`src/logic/icd_pkg.sv`:
```
// Shared constants and types of the instruction cycle decoder.
// Assumes one oscillator clock domain; no package state.
`default_nettype none

package icd_pkg;

	// ----------------------------------------
	// Timing
	// ----------------------------------------
	localparam int unsigned OSC_PER_CYCLE = 4;
	localparam logic [1:0] Q_FIRST = 2'h0;
	localparam logic [1:0] Q_READ = 2'h1;
	localparam logic [1:0] Q_MODIFY = 2'h2;
	localparam logic [1:0] Q_LAST = 2'(OSC_PER_CYCLE - 1);

	// ----------------------------------------
	// Encodings
	// ----------------------------------------
	localparam logic [13:0] OP_NOP = 14'h0000;
	localparam logic [13:0] OP_RETURN = 14'h0008;
	localparam logic [13:0] OP_INT_EXIT = 14'h0009;
	localparam logic [13:0] OP_IND_CALL = 14'h000A;
	localparam logic [13:0] OP_ACC_BRANCH = 14'h000B;
	localparam logic [9:0] OP_IND_MOVE = 10'h001;
	localparam logic [5:0] OP_DEC_SKIP = 6'h0B;
	localparam logic [5:0] OP_INC_SKIP = 6'h0F;
	localparam logic [5:0] OP_EXIT_LIT = 6'h34;
	localparam logic [4:0] OP_REL_BRANCH = 5'h19;
	localparam logic [2:0] OP_CALL = 3'h4;
	localparam logic [2:0] OP_JUMP = 3'h5;
	localparam logic [1:0] GRP_BYTE = 2'h0;
	localparam logic [1:0] GRP_BIT = 2'h1;
	localparam logic [1:0] BIT_SKIP_CLR = 2'h2;
	localparam logic [1:0] BIT_SKIP_SET = 2'h3;
	localparam logic [6:0] IND_PORT0 = 7'h00;
	localparam logic [6:0] IND_PORT1 = 7'h01;

	// ----------------------------------------
	// Types
	// ----------------------------------------
	typedef enum logic [1:0] {FMT_BYTE, FMT_BIT, FMT_LIT_CTRL} icd_fmt_t;
	typedef enum logic [1:0] {PM_PRE_INC, PM_PRE_DEC, PM_POST_INC, PM_POST_DEC} icd_ptr_mode_t;

	typedef struct packed {
		icd_fmt_t fmt;
		logic [6:0] file_addr;
		logic [2:0] bit_pos;
		logic dest_file;
		logic ptr_num;
		icd_ptr_mode_t ptr_mode;
		logic [7:0] lit8;
		logic [10:0] target;
	} icd_fields_t;

	typedef struct packed {
		logic uses_file;
		logic indirect;
		logic ptr_move;
		logic call;
		logic ret;
		logic flow;
		logic skip_bit;
		logic skip_set;
		logic skip_zero;
		logic wr_file;
		logic wr_acc;
	} icd_ctl_t;

	typedef struct packed {
		icd_fields_t f;
		icd_ctl_t c;
	} icd_dec_t;

endpackage

`default_nettype wire

```
`src/logic/icd_core.sv`:
```
// Instruction decode and cycle timing for a 14-bit instruction core.
// Assumes fetch, file memory and ALU run on the same oscillator clock.
`timescale 1ns/1ps
`default_nettype none

// Notes on behaviour
// RULE1: Instruction words are 14 bits with all operands inside, no extension words.
// RULE2: Each word is classed as byte, bit, or literal/control format.
// RULE3: Instructions outside the exceptions complete in exactly one instruction cycle.
// RULE4: Direct and accumulator-target subroutine calls take two cycles.
// RULE5: Subroutine return, literal return and interrupt exit take two cycles.
// RULE6: Jumps, branches, taken bit-test skips and taken count-skips take two cycles.
// RULE7: Indirect access with pointer in program memory adds one cycle.
// RULE8: One instruction cycle is four oscillator clocks.
// RULE9: File operands are read, modified, then stored, even for pure writes.
// RULE10: Destination bit 0 stores to accumulator, 1 to the file register.
// RULE11: File address is a 7-bit field, 0x00 to 0x7F in the bank.
// RULE12: Bit instructions carry a 3-bit position within the 8-bit register.
// RULE13: Indirect instructions carry a one-bit pointer number, zero or one.
// RULE14: Indirect moves carry a two-bit pre/post increment/decrement mode.
// RULE15: Don't-care instruction bits never change decoding or execution.
// RULE16: Skip instructions take the second cycle only when the skip happens.
// RULE17: Literals come from low word bits: eight for data, wider for targets.
module icd_core (
	// Clock and reset
	input wire logic i_sys_clk,
	input wire logic i_rst_n,
	// Fetch
	input wire logic [13:0] i_instr,
	input wire logic i_instr_valid,
	// Datapath returns
	input wire logic [7:0] i_file_rdata,
	input wire logic [7:0] i_alu_result,
	input wire logic [1:0] i_ptr_in_prog,
	// Decoded fields and strobes
	output icd_pkg::icd_fields_t o_fields,
	output logic [1:0] o_phase,
	output logic o_fetch,
	output logic o_file_rd,
	output logic [7:0] o_operand,
	output logic o_file_wr,
	output logic o_acc_wr,
	output logic [7:0] o_wr_data,
	output logic o_ptr_update,
	output logic o_flow_change,
	output logic o_skip,
	output logic o_stall,
	output logic o_instr_done
);
	import icd_pkg::*;

	// ----------------------------------------
	// Decode
	// ----------------------------------------
	function automatic icd_dec_t decode(input logic [13:0] w);
		icd_dec_t d;
		d = '0;
		d.f.file_addr = w[6:0]; // RULE11
		d.f.bit_pos = w[9:7]; // RULE12
		d.f.lit8 = w[7:0]; // RULE17
		d.f.target = w[10:0]; // RULE17
		d.f.ptr_mode = icd_ptr_mode_t'(w[1:0]); // RULE14
		// Only defined bits are compared, so don't-care bits never steer the result.
		if (w[13:12] == GRP_BYTE && w[13:7] != 7'h00) begin // RULE2 RULE15
			d.f.fmt = FMT_BYTE;
			d.f.dest_file = w[7]; // RULE10
			d.c.uses_file = 1'b1;
			d.c.wr_file = w[7];
			d.c.wr_acc = !w[7];
			d.c.skip_zero = (w[13:8] == OP_DEC_SKIP) || (w[13:8] == OP_INC_SKIP); // RULE6
		end else if (w[13:12] == GRP_BIT) begin // RULE2
			d.f.fmt = FMT_BIT;
			d.f.dest_file = 1'b1;
			d.c.uses_file = 1'b1;
			d.c.skip_bit = w[11];
			d.c.skip_set = (w[11:10] == BIT_SKIP_SET);
			d.c.wr_file = !w[11];
		end else begin
			d.f.fmt = FMT_LIT_CTRL; // RULE2
			if (w[13:4] == OP_IND_MOVE) begin
				d.c.uses_file = 1'b1;
				d.c.ptr_move = 1'b1;
				d.c.indirect = 1'b1;
				d.f.ptr_num = w[2]; // RULE13
				d.f.dest_file = w[3];
				d.c.wr_file = w[3];
				d.c.wr_acc = !w[3];
			end
			d.c.call = (w == OP_IND_CALL) || (w[13:11] == OP_CALL); // RULE4
			d.c.ret = (w == OP_RETURN) || (w == OP_INT_EXIT) || (w[13:8] == OP_EXIT_LIT); // RULE5
			d.c.flow = (w == OP_ACC_BRANCH) || (w[13:11] == OP_JUMP)
				|| (w[13:9] == OP_REL_BRANCH); // RULE6
			d.c.wr_acc = d.c.wr_acc || (w[13:12] == 2'h3 && w[13:9] != OP_REL_BRANCH);
		end
		if (d.f.fmt != FMT_LIT_CTRL) begin
			d.c.indirect = (w[6:0] == IND_PORT0) || (w[6:0] == IND_PORT1);
			d.f.ptr_num = w[0]; // RULE13
		end
		return d;
	endfunction

	// ----------------------------------------
	// Cycle sequencing
	// ----------------------------------------
	typedef enum logic {ST_FIRST, ST_EXTRA} icd_state_t;

	icd_state_t st, next_st;
	logic [1:0] q, next_q;
	logic [1:0] extra, next_extra;
	logic [13:0] ir, next_ir;
	icd_ctl_t ctl, next_ctl;
	icd_fields_t fields, next_fields;
	logic [7:0] operand, next_operand;
	logic [7:0] result, next_result;
	logic skip_hit, next_skip_hit;
	logic fetch, next_fetch;
	logic file_rd, next_file_rd;
	logic file_wr, next_file_wr;
	logic acc_wr, next_acc_wr;
	logic ptr_upd, next_ptr_upd;
	logic flow_chg, next_flow_chg;
	logic skip, next_skip;
	logic stall, next_stall;
	logic done, next_done;
	logic ind_hit;
	logic two_cycle;
	icd_dec_t dec;

	assign dec = decode(i_instr_valid ? i_instr : OP_NOP);
	assign ind_hit = ctl.indirect && i_ptr_in_prog[fields.ptr_num]; // RULE7
	assign two_cycle = ctl.call || ctl.ret || ctl.flow;

	always_comb begin
		next_st = st;
		next_q = q + 2'h1; // RULE8
		next_extra = extra;
		next_ir = ir;
		next_ctl = ctl;
		next_fields = fields;
		next_operand = operand;
		next_result = result;
		next_skip_hit = skip_hit;
		next_file_rd = 1'b0;
		next_file_wr = 1'b0;
		next_acc_wr = 1'b0;
		next_ptr_upd = 1'b0;
		next_flow_chg = 1'b0;
		next_skip = 1'b0;
		next_done = 1'b0;
		case (st)
			ST_FIRST: begin
				case (q)
					Q_FIRST: begin
						next_ir = i_instr_valid ? i_instr : OP_NOP; // RULE1
						next_fields = dec.f;
						next_ctl = dec.c;
						next_skip_hit = 1'b0;
						next_file_rd = dec.c.uses_file; // RULE9
					end
					Q_READ: begin
						next_operand = i_file_rdata; // RULE9
					end
					Q_MODIFY: begin
						next_result = i_alu_result;
						next_skip_hit = (ctl.skip_bit && (operand[fields.bit_pos] == ctl.skip_set))
							|| (ctl.skip_zero && (i_alu_result == 8'h00)); // RULE16
					end
					default: begin
						next_file_wr = ctl.wr_file; // RULE9 RULE10
						next_acc_wr = ctl.wr_acc; // RULE10
						next_ptr_upd = ctl.ptr_move; // RULE14
						next_flow_chg = two_cycle;
						next_skip = skip_hit; // RULE16
						next_extra = 2'({1'b0, two_cycle} + {1'b0, skip_hit} + {1'b0, ind_hit});
						if (two_cycle || skip_hit || ind_hit) begin // RULE4 RULE5 RULE6 RULE7
							next_st = ST_EXTRA;
						end else begin
							next_done = 1'b1; // RULE3
						end
					end
				endcase
			end
			ST_EXTRA: begin
				if (q == Q_LAST) begin
					next_extra = extra - 2'h1;
					if (extra == 2'h1) begin
						next_st = ST_FIRST;
						next_done = 1'b1;
					end
				end
			end
			default: begin
				next_st = ST_FIRST;
			end
		endcase
		next_fetch = (next_st == ST_FIRST) && (next_q == Q_FIRST);
		next_stall = (next_st == ST_EXTRA);
	end

	always_ff @(posedge i_sys_clk) begin
		if (!i_rst_n) begin
			st <= ST_FIRST;
			q <= Q_FIRST;
			extra <= 2'h0;
			ir <= OP_NOP;
			ctl <= '0;
			fields <= '0;
			operand <= 8'h00;
			result <= 8'h00;
			skip_hit <= 1'b0;
			fetch <= 1'b1;
			file_rd <= 1'b0;
			file_wr <= 1'b0;
			acc_wr <= 1'b0;
			ptr_upd <= 1'b0;
			flow_chg <= 1'b0;
			skip <= 1'b0;
			stall <= 1'b0;
			done <= 1'b0;
		end else begin
			st <= next_st;
			q <= next_q;
			extra <= next_extra;
			ir <= next_ir;
			ctl <= next_ctl;
			fields <= next_fields;
			operand <= next_operand;
			result <= next_result;
			skip_hit <= next_skip_hit;
			fetch <= next_fetch;
			file_rd <= next_file_rd;
			file_wr <= next_file_wr;
			acc_wr <= next_acc_wr;
			ptr_upd <= next_ptr_upd;
			flow_chg <= next_flow_chg;
			skip <= next_skip;
			stall <= next_stall;
			done <= next_done;
		end
	end

	assign o_fields = fields;
	assign o_phase = q;
	assign o_fetch = fetch;
	assign o_file_rd = file_rd;
	assign o_operand = operand;
	assign o_file_wr = file_wr;
	assign o_acc_wr = acc_wr;
	assign o_wr_data = result;
	assign o_ptr_update = ptr_upd;
	assign o_flow_change = flow_chg;
	assign o_skip = skip;
	assign o_stall = stall;
	assign o_instr_done = done;

	logic end_first;
	assign end_first = (st == ST_FIRST) && (q == Q_LAST);
endmodule // icd_core

`default_nettype wire

```
`config.mk`:
```
export PLATFORM = sky130hd
export DESIGN_NAME = icd_core
export DESIGN_NICKNAME = d
export VERILOG_FILES = /design/src/logic/icd_pkg.sv /design/src/logic/icd_core.sv
export SDC_FILE = /design/constraint.sdc
export NUM_CORES = 1
export LEC_CHECK = 0
export BUFFER_PORTS_ARGS = -buffer_cell sky130_fd_sc_hd__buf_2
export CORE_AREA = 2 2 80 82
export DETAILED_ROUTE_END_ITERATION = 8
export DIE_AREA = 0 0 82 84
export PLACE_DENSITY_LB_ADDON = 0.25
export SLEW_MARGIN = 0
export SYNTH_ARGS = -nofsm -noshare
export SYNTH_HDL_FRONTEND = slang
export SYNTH_SLANG_ARGS = --single-unit
```
`constraint.sdc`:
```
create_clock -name i_sys_clk -period 1.4 [get_ports i_sys_clk]
set_input_delay 0.07 -clock i_sys_clk [delete_from_list [all_inputs] [get_ports i_sys_clk]]
set_output_delay 0.07 -clock i_sys_clk [all_outputs]
set_load 0.01 [all_outputs]
```
Word level (Yosys, flattened, before mapping)
Index checks and enable logic that the tools add are counted.
{"block": "classes", "n_div": 0, "muxes": 41, "add_sub_neg": 4, "n_reduce_logical": 37, "bitwise": 4, "mul": 0, "n_lt_le_gt_ge": 2, "n_shift": 0, "n_eq_ne": 24}
{"cell": "$eq 14x4->1 const B", "count": 4}
{"cell": "$mux 1", "count": 22}
{"cell": "$mux 2", "count": 10}
{"cell": "$mux 14", "count": 1}
{"cell": "$logic_or 1x1->1", "count": 13}
{"cell": "$eq 6x4->1 const B", "count": 2}
{"cell": "$eq 10x1->1 const B", "count": 1}
{"cell": "$reduce_and 2->1", "count": 5}
{"cell": "$eq 2x2->1 const B", "count": 4}
{"cell": "$logic_not 8->1", "count": 1}
{"cell": "$eq 7x1->1 const B", "count": 1}
{"cell": "$logic_not 7->1", "count": 1}
{"cell": "$mux 7", "count": 1}
{"cell": "$reduce_bool 7->1", "count": 1}
{"cell": "$eq 2x1->1 const B", "count": 3}
{"cell": "$eq 3x3->1 const B", "count": 2}
{"cell": "$eq 6x6->1 const B", "count": 1}
{"cell": "$logic_and 1x1->1", "count": 6}
{"cell": "$logic_not 2->1", "count": 3}
{"cell": "$pmux 1 s2", "count": 3}
{"cell": "$reduce_or 3->1", "count": 2}
{"cell": "$eq 5x5->1 const B", "count": 1}
{"cell": "$mux 5", "count": 1}
{"cell": "$ne 5x5->1 const B", "count": 1}
{"cell": "other kinds (16)", "count": 22}
{"block": "word_totals", "ff_bits": 75, "mem_bits_ro": 0, "elab_cells": 144, "latch_bits": 0, "memories": 0, "out_inout_bits": 62, "input_bits": 35, "ram_bits": 0}

Logic depth before layout (Yosys ltp)
{"block": "depth", "ltp_word": 9, "ltp_mapped": 7, "mapped_depth_nobuf": 6}

Worst setup path after synthesis
Ideal clock, no wire load.
{"block": "synth_path", "path_kind": "register to register", "start": "reg q[0] (netlist: o_phase[0])", "end": "reg ctl[1] (netlist bit)", "t_arrival_ns": 1.553, "setup_time_ns": 0.084, "stages_incl_launch_ff": 8, "setup_slack_ns": -0.237, "t_required_ns": 1.316, "period_less_slack_ns": 1.637, "path_buffers": 2, "path_cell_list": "dfxtp_1 > inv_1 > ha_1 > nand2b_1 > clkbuf_1 > clkbuf_1 > nand3_1 > o31ai_2"}
{"block": "synth_between", "elab_chain_len": 2}
{"item": "from (decl)", "line_no": "icd_core.sv:108", "text": "logic [1:0] q, next_q;"}
{"item": "from (signal assigned)", "line_no": "icd_core.sv:222", "text": "q <= next_q;"}
{"item": "$logic_not 2->1", "line_no": "icd_core.sv:152", "text": "case (q)"}
{"item": "$reduce_and 2->1 (no source line)"}
{"item": "to (signal assigned)", "line_no": "icd_core.sv:225", "text": "ctl <= next_ctl;"}
{"item": "to (decl)", "line_no": "icd_core.sv:111", "text": "icd_ctl_t ctl, next_ctl;"}
Every way passes these cells.
A chain may end at the register's enable or synchronous reset.

Worst setup path in the final report
{"block": "layout_path", "start": "reg fields, in the netlist o_fields[21]", "end": "reg extra[0]"}
{"block": "layout_between", "elab_chain_len": 6}
{"item": "from (decl)", "line_no": "icd_core.sv:112", "text": "icd_fields_t fields, next_fields;"}
{"item": "from (signal assigned)", "line_no": "icd_core.sv:226", "text": "fields <= next_fields;"}
{"item": "$mux 1 (not written as such) (2 in a row)", "line_no": "icd_core.sv:130", "text": "assign ind_hit = ctl.indirect && i_ptr_in_prog[fields.ptr_num];"}
{"item": "$logic_and 1x1->1", "line_no": "icd_core.sv:130"}
{"item": "$add 2x1->2", "line_no": "icd_core.sv:174", "text": "next_extra = 2'({1'b0, two_cycle} + {1'b0, skip_hit} + {1'b0, ind_hit});"}
{"item": "$mux 2", "line_no": "icd_core.sv:152"}
{"item": "$pmux 2 s2", "line_no": "icd_core.sv:150", "text": "case (st)"}
{"item": "to (signal assigned)", "line_no": "icd_core.sv:223", "text": "extra <= next_extra;"}
{"item": "to (decl)", "line_no": "icd_core.sv:109", "text": "logic [1:0] extra, next_extra;"}
Every way passes these cells. The select of a mux whose other input is x is not followed.

==> summary.md <==
| Metric | Value |
|---|---|
| Area grow syn2layout | `37.3%` |
| Synth warn | `0` |
| Gr usage total | `0.197` |
| Fin worst setup slack | `-0.0486 ns` |
| Seq cells post-synth | `55` |
| Core Rows | `29` |
| WL per Instance | `13.5 um` |
| Crit share post-route | `1.03` |
| Post-Synthesis Cell Area | `2560 um2` |
| Final hold violations | `0` |
| DR vias | `between 2000 and 2500` |
| Final instance area | `3520 um2` |
| First-pass GRT wire length | `10700 um` |
| Clk pin slew, worst setup/hold paths | `0.10 ns` |
| Core area | `roughly 6100 um2` |
| Die ar. | `6890 um2` |
| TritonCTS clock tree | `built` |
| Layout cells sized above 1 | `0.408` |
| Syn_area_per_cell | `8.60 um2` |
| ANT nets after route | `0` |
| Worst Setup End Kind | `register` |
| R2r worst-path depth | `6` |
| Synth area leader | `dfxtp_1` |
| Count of pins over their slew limit | `0` |
| Worst Setup Start Kind | `register` |
| IO Pins | `97` |
| Critical Path, Cell by Cell | `mux2_4, nand2_2, fa_1, mux2i_1, mux2i_1, nor2_1` |
| Routed WL | `6620 um` |
| RSZ-0062 raised after global routing | `yes` |
| Max Cap Viol | `0` |
| Synth Instances | `298` |
| Slowest CP cell | `fa_1` |
| IO buf count | `96` |
| Die width | `just over 80 um` |
| Synth top area share | `0.429` |
| Most instantiated cells after synthesis | `55 x dfxtp_1, 39 x nand2_1, 32 x a21oi_1` |
| Kind of critical path | `reg -> reg` |
| DRC errors left | `0` |
| Post-synth EDFFs | `0` |
| Placed Cells | `470` |
| CTS HTree Levels | `2` |
| CP max stage delay | `0.52 ns` |
| Largest net degree at the start of global routing | `18` |
| Status | `finished, violations left` |
| Post-CTS Setup Repair Bufs | `0` |
| Max Fclk | `between 0.6 and 0.7 GHz` |
| Library cells used by synthesis | `between 40 and 50` |
| Setup TNS | `-0.0486 ns` |
| Starting density of the core | `0.421` |
| Fill cells | `550` |
| Max VDD drop | `526 uV` |
| Synth async-reset ratio | `0` |
| GR Overflow Total | `0` |
| Nets | `454` |
| Hold Path Class | `in -> reg` |
| Worst Path Buf+Inv | `0` |
| Required @ worst endpoint | `between 1.5 and 2 ns` |
| Clk_lat worst skew | `0.32 ns` |
| Failing checks | `setup timing` |
| Final setup viols | `1` |
| Number of global-route vias before repair | `2276` |
| Worst Hold Path Cells | `3` |
| Count leader, synth | `dfxtp_1` |
| Crit path top cell by count | `mux2i_1` |
| Slew of the pin with the lowest slew margin | `0.306 ns` |
| Final Skew | `0.00633 ns` |
| Largest buffer count on any clock path | `2` |
| Initial DRC count | `about 120` |
| Initial antenna violation count | `0` |
| Clock sink total | `55` |
| Detailed Routing Iterations Pass 1 | `4` |
| Period minus WS final | `1.45 ns` |
| DIE HEIGHT | `84 um` |
| Cell Count, Final, Fillers Out | `491` |
| Leak | `1.59 nW` |
| Critical path data arrival time | `1.66 ns` |
| Post-synth net total | `339` |
| Placer's final routability congestion estimate | `0.904` |
| Placed inst area | `3210 um2` |
| Slew headroom | `0.793` |
| Power Density | `around 940 nW/um2` |
| Hold WS | `0.00390 ns` |
| Num CTS Buffers | `5` |
| HPWL Detailed | `4820 um` |
| Antenna cells | `0` |
| Top cell family by delay on the critical path | `adder cells` |
| Seq/Total Area, Yosys | `0.429` |
| CP Depth | `6` |
| Top FF cell, synth | `dfxtp_1` |
| Via density | `about 5` |
| Crit-path max FO | `2` |
| Clk root buf | `clkbuf_8` |
| Synth top area cells | `dfxtp_1 43%, a21oi_1 6.2%, buf_4 5.9%` |
per-stage QoR:
stage / utilization / total power [mW] / worst slack, ns
after floorplan: - / 2.11 / -0.0577
after global routing: 0.577 / 3.50 / -0.108
final: 0.577 / 3.32 / -0.0486
after CTS: 0.566 / 3.31 / -0.0559
after global placement: 0.526 / 2.38 / -0.0265
after detailed placement: 0.526 / 2.38 / -0.0505
worst register-to-register path, stage by stage, from the launching register on:
cell and delay, ns:
dfxtp_2 0.34, mux2_4 0.20, nand2_2 0.05, fa_1 0.52, mux2i_1 0.06, mux2i_1 0.13
nor2_1 0.05
power by group:
part	leakage [nW]	internal (mW)	switching, mW
combinational	1.09	0.354	0.383
sequential	0.450	1.64	0.0478
clock	0.0483	0.354	0.544
total	1.59	2.35	0.975
cells by family after synthesis:
group,synth area share
AND/OR/NAND/NOR,0.250
flip-flops,0.429
AO/OA/AOI/OAI,0.126
buffers and inverters,0.0932
multiplexers,0.0649
adder cells (fa/ha/maj),0.0322
XOR/XNOR,0.00342
state kept, by name, summed over array words and instances (netlist names), 2 cells and up:
signal	count
o_fields	15
o_operand	8
extra	2
o_wr_data	8
o_phase	2
ctl	10
worst paths after layout:
check	startpoint	end	slack, ns
worst max-delay path	o_fields[21]	extra[0]	-0.05
worst min-delay path	i_file_rdata[5]	o_operand[5]	0.004
worst max register to register	o_fields[21]	extra[0]	-0.05
worst min register to register	ctl[8]	ctl[8]	0.46
timing repair:
action                                 4_1_cts  5_1_grt
endpoints found under the hold margin       14        0
gates cloned                                 0        1
hold buffers                                14        0
pin swaps                                    0        5
setup endpoints to repair                    9       36
gates resized for setup                      4       18
final cells by class:
class / count / area, um2 / area share
Inverter: 6 / 22.5 / 0.00640
Multi-Input combinational cell: 200 / 1310 / 0.371
Clock inverter: 3 / 18.8 / 0.00533
Timing Repair Buffer: 145 / 900 / 0.256
Clock buffer: 5 / 68.8 / 0.0196
Sequential cell: 55 / 1110 / 0.315
Tap cell: 77 / 96.3 / 0.0274
per-layer routing:
| metal | wire, um | vias up | GRT usage |
|---|---|---|---|
| li1 | - | 1238 | - |
| met1 | 2970 | 1127 | 0.258 |
| met2 | 3280 | 66 | 0.329 |
| met3 | 294 | 6 | 0.0379 |
| met4 | 74 | 0 | 0.0530 |
| met5 | 0 | - | 0 |
cell usage in the layout (no fill, tap or decap), types with 7 or more instances in the layout:
cell,synthesis,final
a21oi_1,32,32
and2_1,7,7
buf_2,2,95
buf_4,20,33
dfxtp_1,55,50
dlygate4sd3_1,0,13
mux2i_1,11,10
nand2_1,39,38
nand3_1,22,22
nor2_1,26,25
No activity file was read; power rests on OpenSTA's default activity.
